**config.mk**
```make
export PLATFORM = sky130hd
export DESIGN_NAME = ite_slice
export DESIGN_NICKNAME = d
export VERILOG_FILES = /design/src/ite_pkg.sv /design/src/ite_slice.sv
export VERILOG_INCLUDE_DIRS = /design/src
export SDC_FILE = /design/constraint.sdc
export NUM_CORES = 2
export LEC_CHECK = 0
export ABC_AREA = 0
export BUFFER_PORTS_ARGS = -buffer_cell sky130_fd_sc_hd__buf_2
export CAP_MARGIN = 20
export CELL_PAD_IN_SITES_DETAIL_PLACEMENT = 0
export CELL_PAD_IN_SITES_GLOBAL_PLACEMENT = 1
export CORE_ASPECT_RATIO = 0.8
export CORE_MARGIN = 4
export CORE_UTILIZATION = 47
export CTS_CLUSTER_SIZE = 8
export DETAILED_ROUTE_END_ITERATION = 10
export PLACE_DENSITY_LB_ADDON = 0.08
export SETUP_SLACK_MARGIN = 0.2
export SYNTH_ARGS = -nofsm -noshare
export SYNTH_HDL_FRONTEND = slang
export SYNTH_SLANG_ARGS = --single-unit
export TNS_END_PERCENT = 5
```
**constraint.sdc**
```tcl
create_clock -name hclk -period 4 [get_ports hclk]
set_clock_uncertainty 0.05 [all_clocks]
set_input_delay 0.2 -clock hclk [delete_from_list [all_inputs] [get_ports hclk]]
set_output_delay 0.2 -clock hclk [all_outputs]
set_load 0.01 [all_outputs]
```
**src/ite_map.svh**
```systemverilog
// Encodings, limits and bus addresses for the instruction tail execute slice
`ifndef ITE_MAP_SVH
`define ITE_MAP_SVH
`define ITE_OP_POOL_INT 6'h00
`define ITE_OP_POOL_FLT 6'h15
`define ITE_OP_XOR_IMM 6'h1C
`define ITE_MINOR_INT_EXT 6'h3C
`define ITE_MINOR_FLT_EXT 6'h3B
`define ITE_SEC_WAIT 10'h24D
`define ITE_SEC_WRPREV 10'h3C5
`define ITE_SEC_BSWAP 10'h1EC
`define ITE_FUNC_XOR 10'h310
`define ITE_FSEC_TRW 8'hAC
`define ITE_FSEC_TRL 8'h8C
`define ITE_RMODE_TRUNC 2'h1
`define ITE_W_MAX 32'h7FFFFFFF
`define ITE_L_MAX 64'h7FFFFFFFFFFFFFFF
`define ITE_ADDR_OFF 32'h00000000
`define ITE_ADDR_CTRL 32'h00000004
`define ITE_ADDR_STAT 32'h00000008
`define ITE_CTRL_RESET 32'h00000000
`endif

```
**src/ite_pkg.sv**
```systemverilog
// Types shared by the instruction tail execute slice
package ite_pkg;
  typedef enum logic [3:0] {
    ITE_OP_NONE, ITE_OP_TRW, ITE_OP_TRL, ITE_OP_WAIT, ITE_OP_WRPREV,
    ITE_OP_BSWAP, ITE_OP_XOR, ITE_OP_XOR_IMM, ITE_OP_RESERVED
  } ite_op_t;
  typedef struct packed {
    logic we;
    logic [4:0] idx;
    logic [31:0] data;
  } ite_gpr_wr_t;
  typedef struct packed {
    logic we;
    logic [4:0] idx;
    logic [63:0] data;
  } ite_fpr_wr_t;
  typedef struct packed {
    logic unimpl;
    logic invalid;
    logic inexact;
  } ite_fcause_t;
endpackage

```
**src/ite_slice.sv**
```systemverilog
// Decode and execute slice for truncation, standby wait, shadow write, byte swap and xor
`timescale 1ns/100ps
`include "ite_map.svh"
module ite_slice
  import ite_pkg::*;
#(
  parameter int SHADOW_SETS = 4
) (
  // Clock and reset
  input wire logic hclk,
  input wire logic hresetn,
  // AHB-Lite slave
  input wire logic hsel,
  input wire logic [31:0] haddr,
  input wire logic [1:0] htrans,
  input wire logic hwrite,
  input wire logic [2:0] hsize,
  input wire logic [31:0] hwdata,
  input wire logic hready,
  output logic [31:0] hrdata,
  output logic hreadyout,
  output logic hresp,
  // Instruction issue
  input wire logic issue_valid,
  input wire logic [31:0] issue_instr,
  input wire logic [31:0] issue_pc,
  input wire logic [31:0] rs_value,
  input wire logic [31:0] rt_value,
  input wire logic [63:0] fs_value,
  // Control state from the pipeline
  input wire logic cp0_usable,
  input wire logic release2,
  input wire logic fpu64,
  input wire logic fp_register_width_mode,
  input wire logic [1:0] previous_shadow_set_field,
  input wire logic fp_invalid_enable,
  // Wake sources, asynchronous to the core
  input wire logic irq_enabled_pin,
  input wire logic irq_masked_pin,
  input wire logic ext_req_pin,
  input wire logic nmi_pin,
  input wire logic soft_reset_pin,
  // Results
  output ite_gpr_wr_t gpr_wr,
  output ite_gpr_wr_t shadow_wr,
  output logic [1:0] shadow_set,
  output ite_fpr_wr_t fpr_wr,
  output ite_fcause_t fp_cause,
  output logic fp_invalid_flag_set,
  output logic [1:0] fp_round_mode,
  // Exceptions and pipeline control
  output logic exc_cop_unusable,
  output logic exc_reserved,
  output logic exc_fp_invalid,
  output logic exc_interrupt,
  output logic exc_nmi,
  output logic exc_reset,
  output logic [31:0] exception_return_pc,
  output logic pipe_stall,
  output logic standby
);

  typedef enum logic [1:0] {ITE_RUN, ITE_STANDBY} ite_state_t;

  // Float to integer truncation, width selects word or long
  typedef struct packed {
    logic [63:0] value;
    logic invalid;
    logic inexact;
    logic unimpl;
  } ite_cvt_t;

  function automatic ite_cvt_t trunc_fp(input logic [63:0] src, input logic dbl, input logic is_long);
    ite_cvt_t r;
    logic sign;
    logic [10:0] e;
    logic [52:0] mant;
    logic signed [12:0] ue;
    logic [127:0] sh;
    logic [63:0] mag;
    logic [63:0] lim;
    logic nan_inf;
    logic frac_lost;
    r = '0;
    if (dbl) begin
      sign = src[63];
      e = src[62:52];
      mant = {(e != 11'h000), src[51:0]};
      nan_inf = (e == 11'h7FF);
      ue = $signed({2'b00, e}) - 13'sd1075;
    end else begin
      sign = src[31];
      e = {3'h0, src[30:23]};
      mant = {29'h0, (e != 11'h000), src[22:0]};
      nan_inf = (src[30:23] == 8'hFF);
      ue = $signed({2'b00, e}) - 13'sd150;
    end
    // Subnormal source is left to software
    r.unimpl = (e == 11'h000) && (mant != 53'h0);
    sh = {75'h0, mant};
    frac_lost = 1'b0;
    mag = 64'h0;
    lim = is_long ? 64'h8000000000000000 : 64'h0000000080000000;
    if (ue >= 13'sd0) begin
      if (ue > 13'sd63) begin
        nan_inf = nan_inf | (mant != 53'h0);
      end else begin
        sh = sh << ue[5:0];
        if (sh[127:64] != 64'h0) begin
          nan_inf = 1'b1;
        end
        mag = sh[63:0];
      end
    end else if (ue > -13'sd64) begin
      mag = sh[63:0] >> (-ue);
      frac_lost = ((mag << (-ue)) != sh[63:0]);
    end else begin
      frac_lost = (mant != 53'h0);
    end
    r.invalid = nan_inf || (sign ? (mag > lim) : (mag >= lim));
    r.inexact = frac_lost && !r.invalid;
    if (r.invalid) begin
      r.value = is_long ? `ITE_L_MAX : {32'h0, `ITE_W_MAX};
    end else begin
      r.value = sign ? (64'h0 - mag) : mag;
      if (!is_long) begin
        r.value = {32'h0, r.value[31:0]};
      end
    end
    return r;
  endfunction

  // Bus registers: last issued pc, control, status
  logic [31:0] ctrl_r;
  logic ph_valid_r;
  logic ph_write_r;
  logic [31:0] ph_addr_r;
  logic bus_take;
  assign bus_take = hsel && hready && htrans[1];
  // Zero wait states, response always OKAY
  assign hreadyout = 1'b1;
  assign hresp = 1'b0;

  always_ff @(posedge hclk or negedge hresetn) begin
    if (!hresetn) begin
      ph_valid_r <= 1'b0;
      ph_write_r <= 1'b0;
      ph_addr_r <= 32'h0;
    end else if (hready) begin
      ph_valid_r <= bus_take;
      ph_write_r <= hwrite;
      ph_addr_r <= haddr;
    end
  end

  always_ff @(posedge hclk or negedge hresetn) begin
    if (!hresetn) begin
      ctrl_r <= `ITE_CTRL_RESET;
    end else if (ph_valid_r && ph_write_r && ph_addr_r == `ITE_ADDR_CTRL) begin
      ctrl_r <= hwdata;
    end
  end

  // ctrl_r[0]: masked interrupts also wake standby
  logic masked_wake_en;
  assign masked_wake_en = ctrl_r[0];

  // Wake pin synchronisers
  logic [4:0] wake_s1_r;
  logic [4:0] wake_s2_r;
  always_ff @(posedge hclk or negedge hresetn) begin
    if (!hresetn) begin
      wake_s1_r <= 5'h0;
      wake_s2_r <= 5'h0;
    end else begin
      wake_s1_r <= {soft_reset_pin, nmi_pin, ext_req_pin, irq_masked_pin, irq_enabled_pin};
      wake_s2_r <= wake_s1_r;
    end
  end
  logic w_irq;
  logic w_masked;
  logic w_ext;
  logic w_nmi;
  logic w_rst;
  assign {w_rst, w_nmi, w_ext, w_masked, w_irq} = wake_s2_r;

  // Decode
  logic [5:0] major;
  logic [4:0] f_rt;
  logic [4:0] f_rs;
  logic [4:0] f_rd;
  ite_op_t op;
  assign major = issue_instr[31:26];
  assign f_rt = issue_instr[25:21];
  assign f_rs = issue_instr[20:16];
  assign f_rd = issue_instr[15:11];

  always_comb begin
    op = ITE_OP_NONE;
    if (major == `ITE_OP_XOR_IMM) begin
      op = ITE_OP_XOR_IMM;
    end else if (major == `ITE_OP_POOL_INT) begin
      if (issue_instr[9:0] == `ITE_FUNC_XOR && issue_instr[10] == 1'b0) begin
        op = ITE_OP_XOR;
      end else if (issue_instr[5:0] == `ITE_MINOR_INT_EXT) begin
        case (issue_instr[15:6])
          `ITE_SEC_WAIT: op = ITE_OP_WAIT;
          `ITE_SEC_WRPREV: op = release2 ? ITE_OP_WRPREV : ITE_OP_RESERVED;
          `ITE_SEC_BSWAP: op = release2 ? ITE_OP_BSWAP : ITE_OP_RESERVED;
          default: op = ITE_OP_NONE;
        endcase
      end
    end else if (major == `ITE_OP_POOL_FLT && issue_instr[5:0] == `ITE_MINOR_FLT_EXT
                 && issue_instr[15] == 1'b0) begin
      if (issue_instr[13:6] == `ITE_FSEC_TRW) begin
        op = ITE_OP_TRW;
      end else if (issue_instr[13:6] == `ITE_FSEC_TRL) begin
        op = ITE_OP_TRL;
      end
    end
  end

  ite_cvt_t cvt;
  assign cvt = trunc_fp(fs_value, issue_instr[14], op == ITE_OP_TRL);

  // Standby machine
  ite_state_t state_r;
  logic [31:0] wait_next_pc_r;
  logic go;
  logic wake;
  logic wake_hard;
  logic wake_soft;
  logic [31:0] last_pc_r;
  assign go = issue_valid && state_r == ITE_RUN;
  // Reset and non-maskable requests always end standby
  assign wake_hard = w_nmi || w_rst;
  // Masked requests wake only when software opts in
  assign wake_soft = w_irq || w_ext || (w_masked && masked_wake_en);
  assign wake = wake_hard || wake_soft;

  always_ff @(posedge hclk or negedge hresetn) begin
    if (!hresetn) begin
      state_r <= ITE_RUN;
      wait_next_pc_r <= 32'h0;
    end else begin
      case (state_r)
        ITE_RUN: begin
          if (go && op == ITE_OP_WAIT && cp0_usable) begin
            state_r <= ITE_STANDBY;
            wait_next_pc_r <= issue_pc + 32'h4;
          end
        end
        ITE_STANDBY: begin
          if (wake) begin
            state_r <= ITE_RUN;
          end
        end
        default: state_r <= ITE_RUN;
      endcase
    end
  end

  // Drops in the wake cycle so the pipeline restarts at once
  assign standby = (state_r == ITE_STANDBY) && !wake;
  assign pipe_stall = standby;

  // Registered results and exceptions
  always_ff @(posedge hclk or negedge hresetn) begin
    if (!hresetn) begin
      gpr_wr <= '0;
      shadow_wr <= '0;
      shadow_set <= 2'h0;
      fpr_wr <= '0;
      fp_cause <= '0;
      fp_invalid_flag_set <= 1'b0;
      exc_cop_unusable <= 1'b0;
      exc_reserved <= 1'b0;
      exc_fp_invalid <= 1'b0;
      exc_interrupt <= 1'b0;
      exc_nmi <= 1'b0;
      exc_reset <= 1'b0;
      exception_return_pc <= 32'h0;
      last_pc_r <= 32'h0;
    end else begin
      gpr_wr <= '0;
      shadow_wr <= '0;
      fpr_wr <= '0;
      fp_cause <= '0;
      fp_invalid_flag_set <= 1'b0;
      exc_cop_unusable <= 1'b0;
      exc_reserved <= 1'b0;
      exc_fp_invalid <= 1'b0;
      exc_interrupt <= 1'b0;
      exc_nmi <= 1'b0;
      exc_reset <= 1'b0;
      // Issue is blocked in standby, so a wake never meets a new result
      if (state_r == ITE_STANDBY && wake) begin
        exception_return_pc <= wait_next_pc_r;
        exc_reset <= w_rst;
        exc_nmi <= w_nmi && !w_rst;
        exc_interrupt <= w_irq && !w_nmi && !w_rst;
      end else if (go) begin
        last_pc_r <= issue_pc;
        case (op)
          ITE_OP_XOR_IMM: gpr_wr <= '{we: 1'b1, idx: f_rt, data: rs_value ^ {16'h0, issue_instr[15:0]}};
          ITE_OP_XOR: gpr_wr <= '{we: 1'b1, idx: f_rd, data: rs_value ^ rt_value};
          ITE_OP_BSWAP: gpr_wr <= '{we: 1'b1, idx: f_rt,
                                    data: {rs_value[23:16], rs_value[31:24], rs_value[7:0], rs_value[15:8]}};
          ITE_OP_WRPREV: begin
            shadow_wr <= '{we: 1'b1, idx: f_rt, data: rs_value};
            shadow_set <= previous_shadow_set_field;
          end
          ITE_OP_RESERVED: exc_reserved <= 1'b1;
          ITE_OP_WAIT: exc_cop_unusable <= !cp0_usable;
          ITE_OP_TRW, ITE_OP_TRL: begin
            fp_cause <= '{unimpl: cvt.unimpl, invalid: cvt.invalid, inexact: cvt.inexact};
            fp_invalid_flag_set <= cvt.invalid;
            if (cvt.invalid && fp_invalid_enable) begin
              exc_fp_invalid <= 1'b1;
              exception_return_pc <= issue_pc;
            end else if (op == ITE_OP_TRW) begin
              fpr_wr <= '{we: 1'b1, idx: f_rt, data: cvt.value};
            end else begin
              // Width mode 0 or a 32-bit unit gives no defined value
              fpr_wr <= '{we: 1'b1, idx: f_rt,
                          data: (fpu64 && fp_register_width_mode) ? cvt.value : 64'h0};
            end
          end
          default: ;
        endcase
      end
    end
  end

  assign fp_round_mode = `ITE_RMODE_TRUNC;

  // Bus read data
  always_ff @(posedge hclk or negedge hresetn) begin
    if (!hresetn) begin
      hrdata <= 32'h0;
    end else if (bus_take && !hwrite) begin
      case (haddr)
        `ITE_ADDR_OFF: hrdata <= last_pc_r;
        `ITE_ADDR_CTRL: hrdata <= ctrl_r;
        `ITE_ADDR_STAT: hrdata <= {27'h0, wake_s2_r[4:1], state_r == ITE_STANDBY};
        default: hrdata <= 32'h0;
      endcase
    end
  end

endmodule

```
==> impl_metrics.py <==
metrics = {
    "outcome": {
        "status": "finished with violations",
        "violations": "negative setup slack",
    },
    "floorplan": {
        "die_x_um": 295,
        "die_h_um": 238,
        "core_um2": 64800,
        "rows": 83,
        "pin_count": 507,
        "initial_core_util_pct": 47.9,
        "die-area_um2": 70200,
    },
    "power": {
        "switching_power_mw": 6.69,
        "swShare_pct": 40.2,
        "leakagePower_nw": 22.8,
        "clkPwrFrac_pct": 24.0,
        "pwr-share-seq_pct": 23.0,
        "powerDensity_nw_per_um2": 345,
        "ir_drop_mv": 0.319,
        "power_frac_comb_pct": 53.0,
        "power.internal_mw": 9.96,
    },
    "cells_and_area": {
        "final_nets": 5778,
        "synthToLayoutAreaGrowth_pct": 55.7,
        "finish.utilization_pct": 74.5,
        "final-seq-area_um2": 9060,
        "multi_input_area_um2": 21800,
        "num-fill-cells": 4877,
        "layout_commonest_cell": "buf_4",
        "final_cell_mix": "buf_4, buf_2, nand2_1",
        "layout-drive-gt1-share_pct": 42.2,
    },
    "setup_path": {
        "crit_type": "in2reg",
        "worst-path-max-fanout": 8,
        "crit_path_top_delay_cell": "mux2i_1",
        "crit_family": "buffers and inverters",
        "worstPathArrival_ns": 5.46,
        "cp_common_cell": "buf_4",
        "worst_setup_path_end_kind": "flop",
        "startpoint_type": "input port",
        "slowest_delay_ns": 0.49,
        "path_buf_inv": 12,
        "crit_required_ns": 4.37,
    },
    "grt": {
        "overflow": 0,
        "first_global_vias": 40200,
        "grt_usage_pct": 49.2,
        "antenna_found_initial": 12,
        "grt_pass1_wl_um": 261000,
        "grt_max_degree": 140,
    },
    "clock_tree": {
        "clk_pin_slew_ns": 0.05,
        "cts_tree": "yes",
        "cts-root-buf": "clkbuf_16",
        "h-tree-depth": 2,
        "clock_sink_count": 362,
        "clockBufferDepth": 3,
        "cts_made_buffers": 52,
        "clk_latency_ns": 0.59,
    },
    "sta": {
        "timing.final.crit_share_pct": 127,
        "max_freq_ghz": 0.196,
        "drv_slew": 0,
        "hold_ws_ns": 0.00879,
        "tightest_slew_ns": 1.19,
        "hold_viol": 0,
        "fin_ws_ns": -1.09,
        "final-setup-viol-count": 105,
        "relSlewSlack_pct": 20.5,
        "final_period_minus_worst_setup_slack_ns": 5.09,
        "rsz0062_at_grt": "true",
    },
    "worst_hold_path": {
        "hp-class": "in2reg",
    },
    "flow_run": {
        "drv_cap": 0,
    },
    "synth": {
        "ys_seq_area_share_pct": 29.2,
        "yosysWarnings": 0,
        "syn_area_per_cell_um2": 8.14,
        "ys_top_cells_by_area": "dfrtp_1, mux2i_1, nand2_1, mux2_2, a21oi_1",
        "netlist_instances": 3809,
        "synth_ff_type": "dfrtp_1",
        "synth_largest_area_cell": "dfrtp_1",
        "synth.distinct_cells": 109,
        "async_flop_share_pct": 100,
        "synthesis.area_um2": 31000,
        "synth_top_area_share_pct": 29.2,
        "synth-edff-count": 0,
        "yosys_register_bits": 362,
    },
    "placed_design": {
        "portBuffers": 493,
        "dp_hpwl_um": 136000,
        "gp_congestion": 1.17,
        "place_ws_ns": -2.01,
    },
    "detailed_routing": {
        "drt_wl_total_um": 183000,
        "drtPass1Iterations": 9,
        "routed.top_layer": "met5",
        "drc": 0,
        "ant_nets": 0,
        "dr_total_vias": 42200,
        "drt_iter0_markers": 6660,
        "wl_met3_um": 29300,
        "wl_per_cell_um": 28.8,
        "via_per_inst": 6.65,
        "m1WireLength_um": 65700,
        "wl_met2_um": 74200,
    },
}
==> layout make-up <==
cell class,instances,share of cell area [%]
Clock inverter,5,0.127
Sequential cell,362,18.8
Clock buffer,53,2.75
Timing Repair Buffer,1955,30.6
Antenna cell,6,0.0311
Tap cell,850,2.20
Inverter,40,0.352
Multi-Input combinational cell,3079,45.2
==> power groups by stage <==
stage / registers (mW) / clock network (mW) / logic (mW)
3_3_place_gp: 3.87 / 0 / 7.42
5_1_grt: 3.83 / 4.15 / 9.01
6_report: 3.82 / 4.00 / 8.83
2_1_floorplan: 3.86 / 0 / 3.46
3_5_place_dp: 3.87 / 0 / 7.44
4_1_cts: 3.81 / 3.92 / 7.95
==> logic make-up after synthesis <==
logic type,count (synthesis),share of synthesized area [%]
multiplexers,424,15.9
XOR/XNOR,107,3.07
adder cells (fa/ha/maj),9,0.363
AND/OR/NAND/NOR,1349,20.7
AO/OA/AOI/OAI,1186,25.5
buffers and inverters,370,5.21
flip-flops,362,29.2
other,2,0.0242
==> tightest hold or removal path, delay by kind of cell <==
family                 cells  cell delay (ns)
AND/OR/NAND/NOR            1             0.08
buffers and inverters      1             0.12
AO/OA/AOI/OAI              2             0.21
==> Yosys cell counts, types with 39 or more instances <==
library cell and number:
xnor2_1 63, and2_1 70, buf_1 48, nand4_1 45
a21oi_1 288, mux4_2 39, dfrtp_1 362, a211oi_1 57
a31oi_1 54, a22oi_1 40, nand2_1 457, nor2_1 307
o22ai_1 70, nor3_1 87, mux2_2 134, xor2_1 42
buf_2 67, nor4_1 48, mux2i_1 245, o211ai_1 76
clkbuf_1 187, o21ai_0 255, nand3_1 155
==> per-layer routing <==
layer / up-vias / track usage, %
li1: 17700 / -
met1: 19900 / 62.8
met2: 3669 / 70.0
met3: 962 / 21.1
met4: 20 / 27.2
met5: - / 0.610
==> state kept, by name, summed over array words and instances, names as in the netlist, 2 cells and up <==
register	count
ctrl_r	32
shadow_wr	38
exception_return_pc	32
wake_s2_r	5
fpr_wr	70
gpr_wr	38
shadow_set	2
last_pc_r	32
wake_s1_r	5
fp_cause	3
hrdata	32
wait_next_pc_r	32
ph_addr_r	32
==> worst paths after layout <==
kind,end,slack (ns),depth (start not counted),startpoint
setup / recovery,exception_return_pc[11],-1.09,28,fs_value[52]
hold / removal,gpr_wr[2],0.009,4,issue_instr[2]
setup reg to reg,fp_cause[0],1.13,7,state_r[0]
hold reg to reg,wake_s2_r[1],0.29,0,wake_s1_r[1]
max in group asynchronous,shadow_wr[30],2.38,3,hresetn
min in group asynchronous,ph_addr_r[0],0.25,2,hresetn
==> what timing repair did <==
action                                  4_1_cts  5_1_grt
cloned                                        3        1
resized for setup                           152      181
endpoints found under the setup margin      105      105
buffers inserted                             59       39
hold endpoints to repair                    380        0
pin swaps                                    47       54
hold buffers                                170        0
==> metrics by stage <==
| step | total power, mW | instance area, µm² | cells | setup TNS [ns] |
|---|---|---|---|---|
| after floorplan | 7.33 | 31300 | 3811 | -193.20 |
| after global placement | 11.3 | 42800 | 6013 | -176.24 |
| after detailed placement | 11.3 | 42800 | 6013 | -183.38 |
| after CTS | 15.7 | 47100 | 6303 | -84.60 |
| after global routing | 17.0 | 48300 | 6346 | -100.51 |
| final | 16.6 | 48300 | 6350 | -95.39 |
No activity file was read; power rests on OpenSTA's default activity.
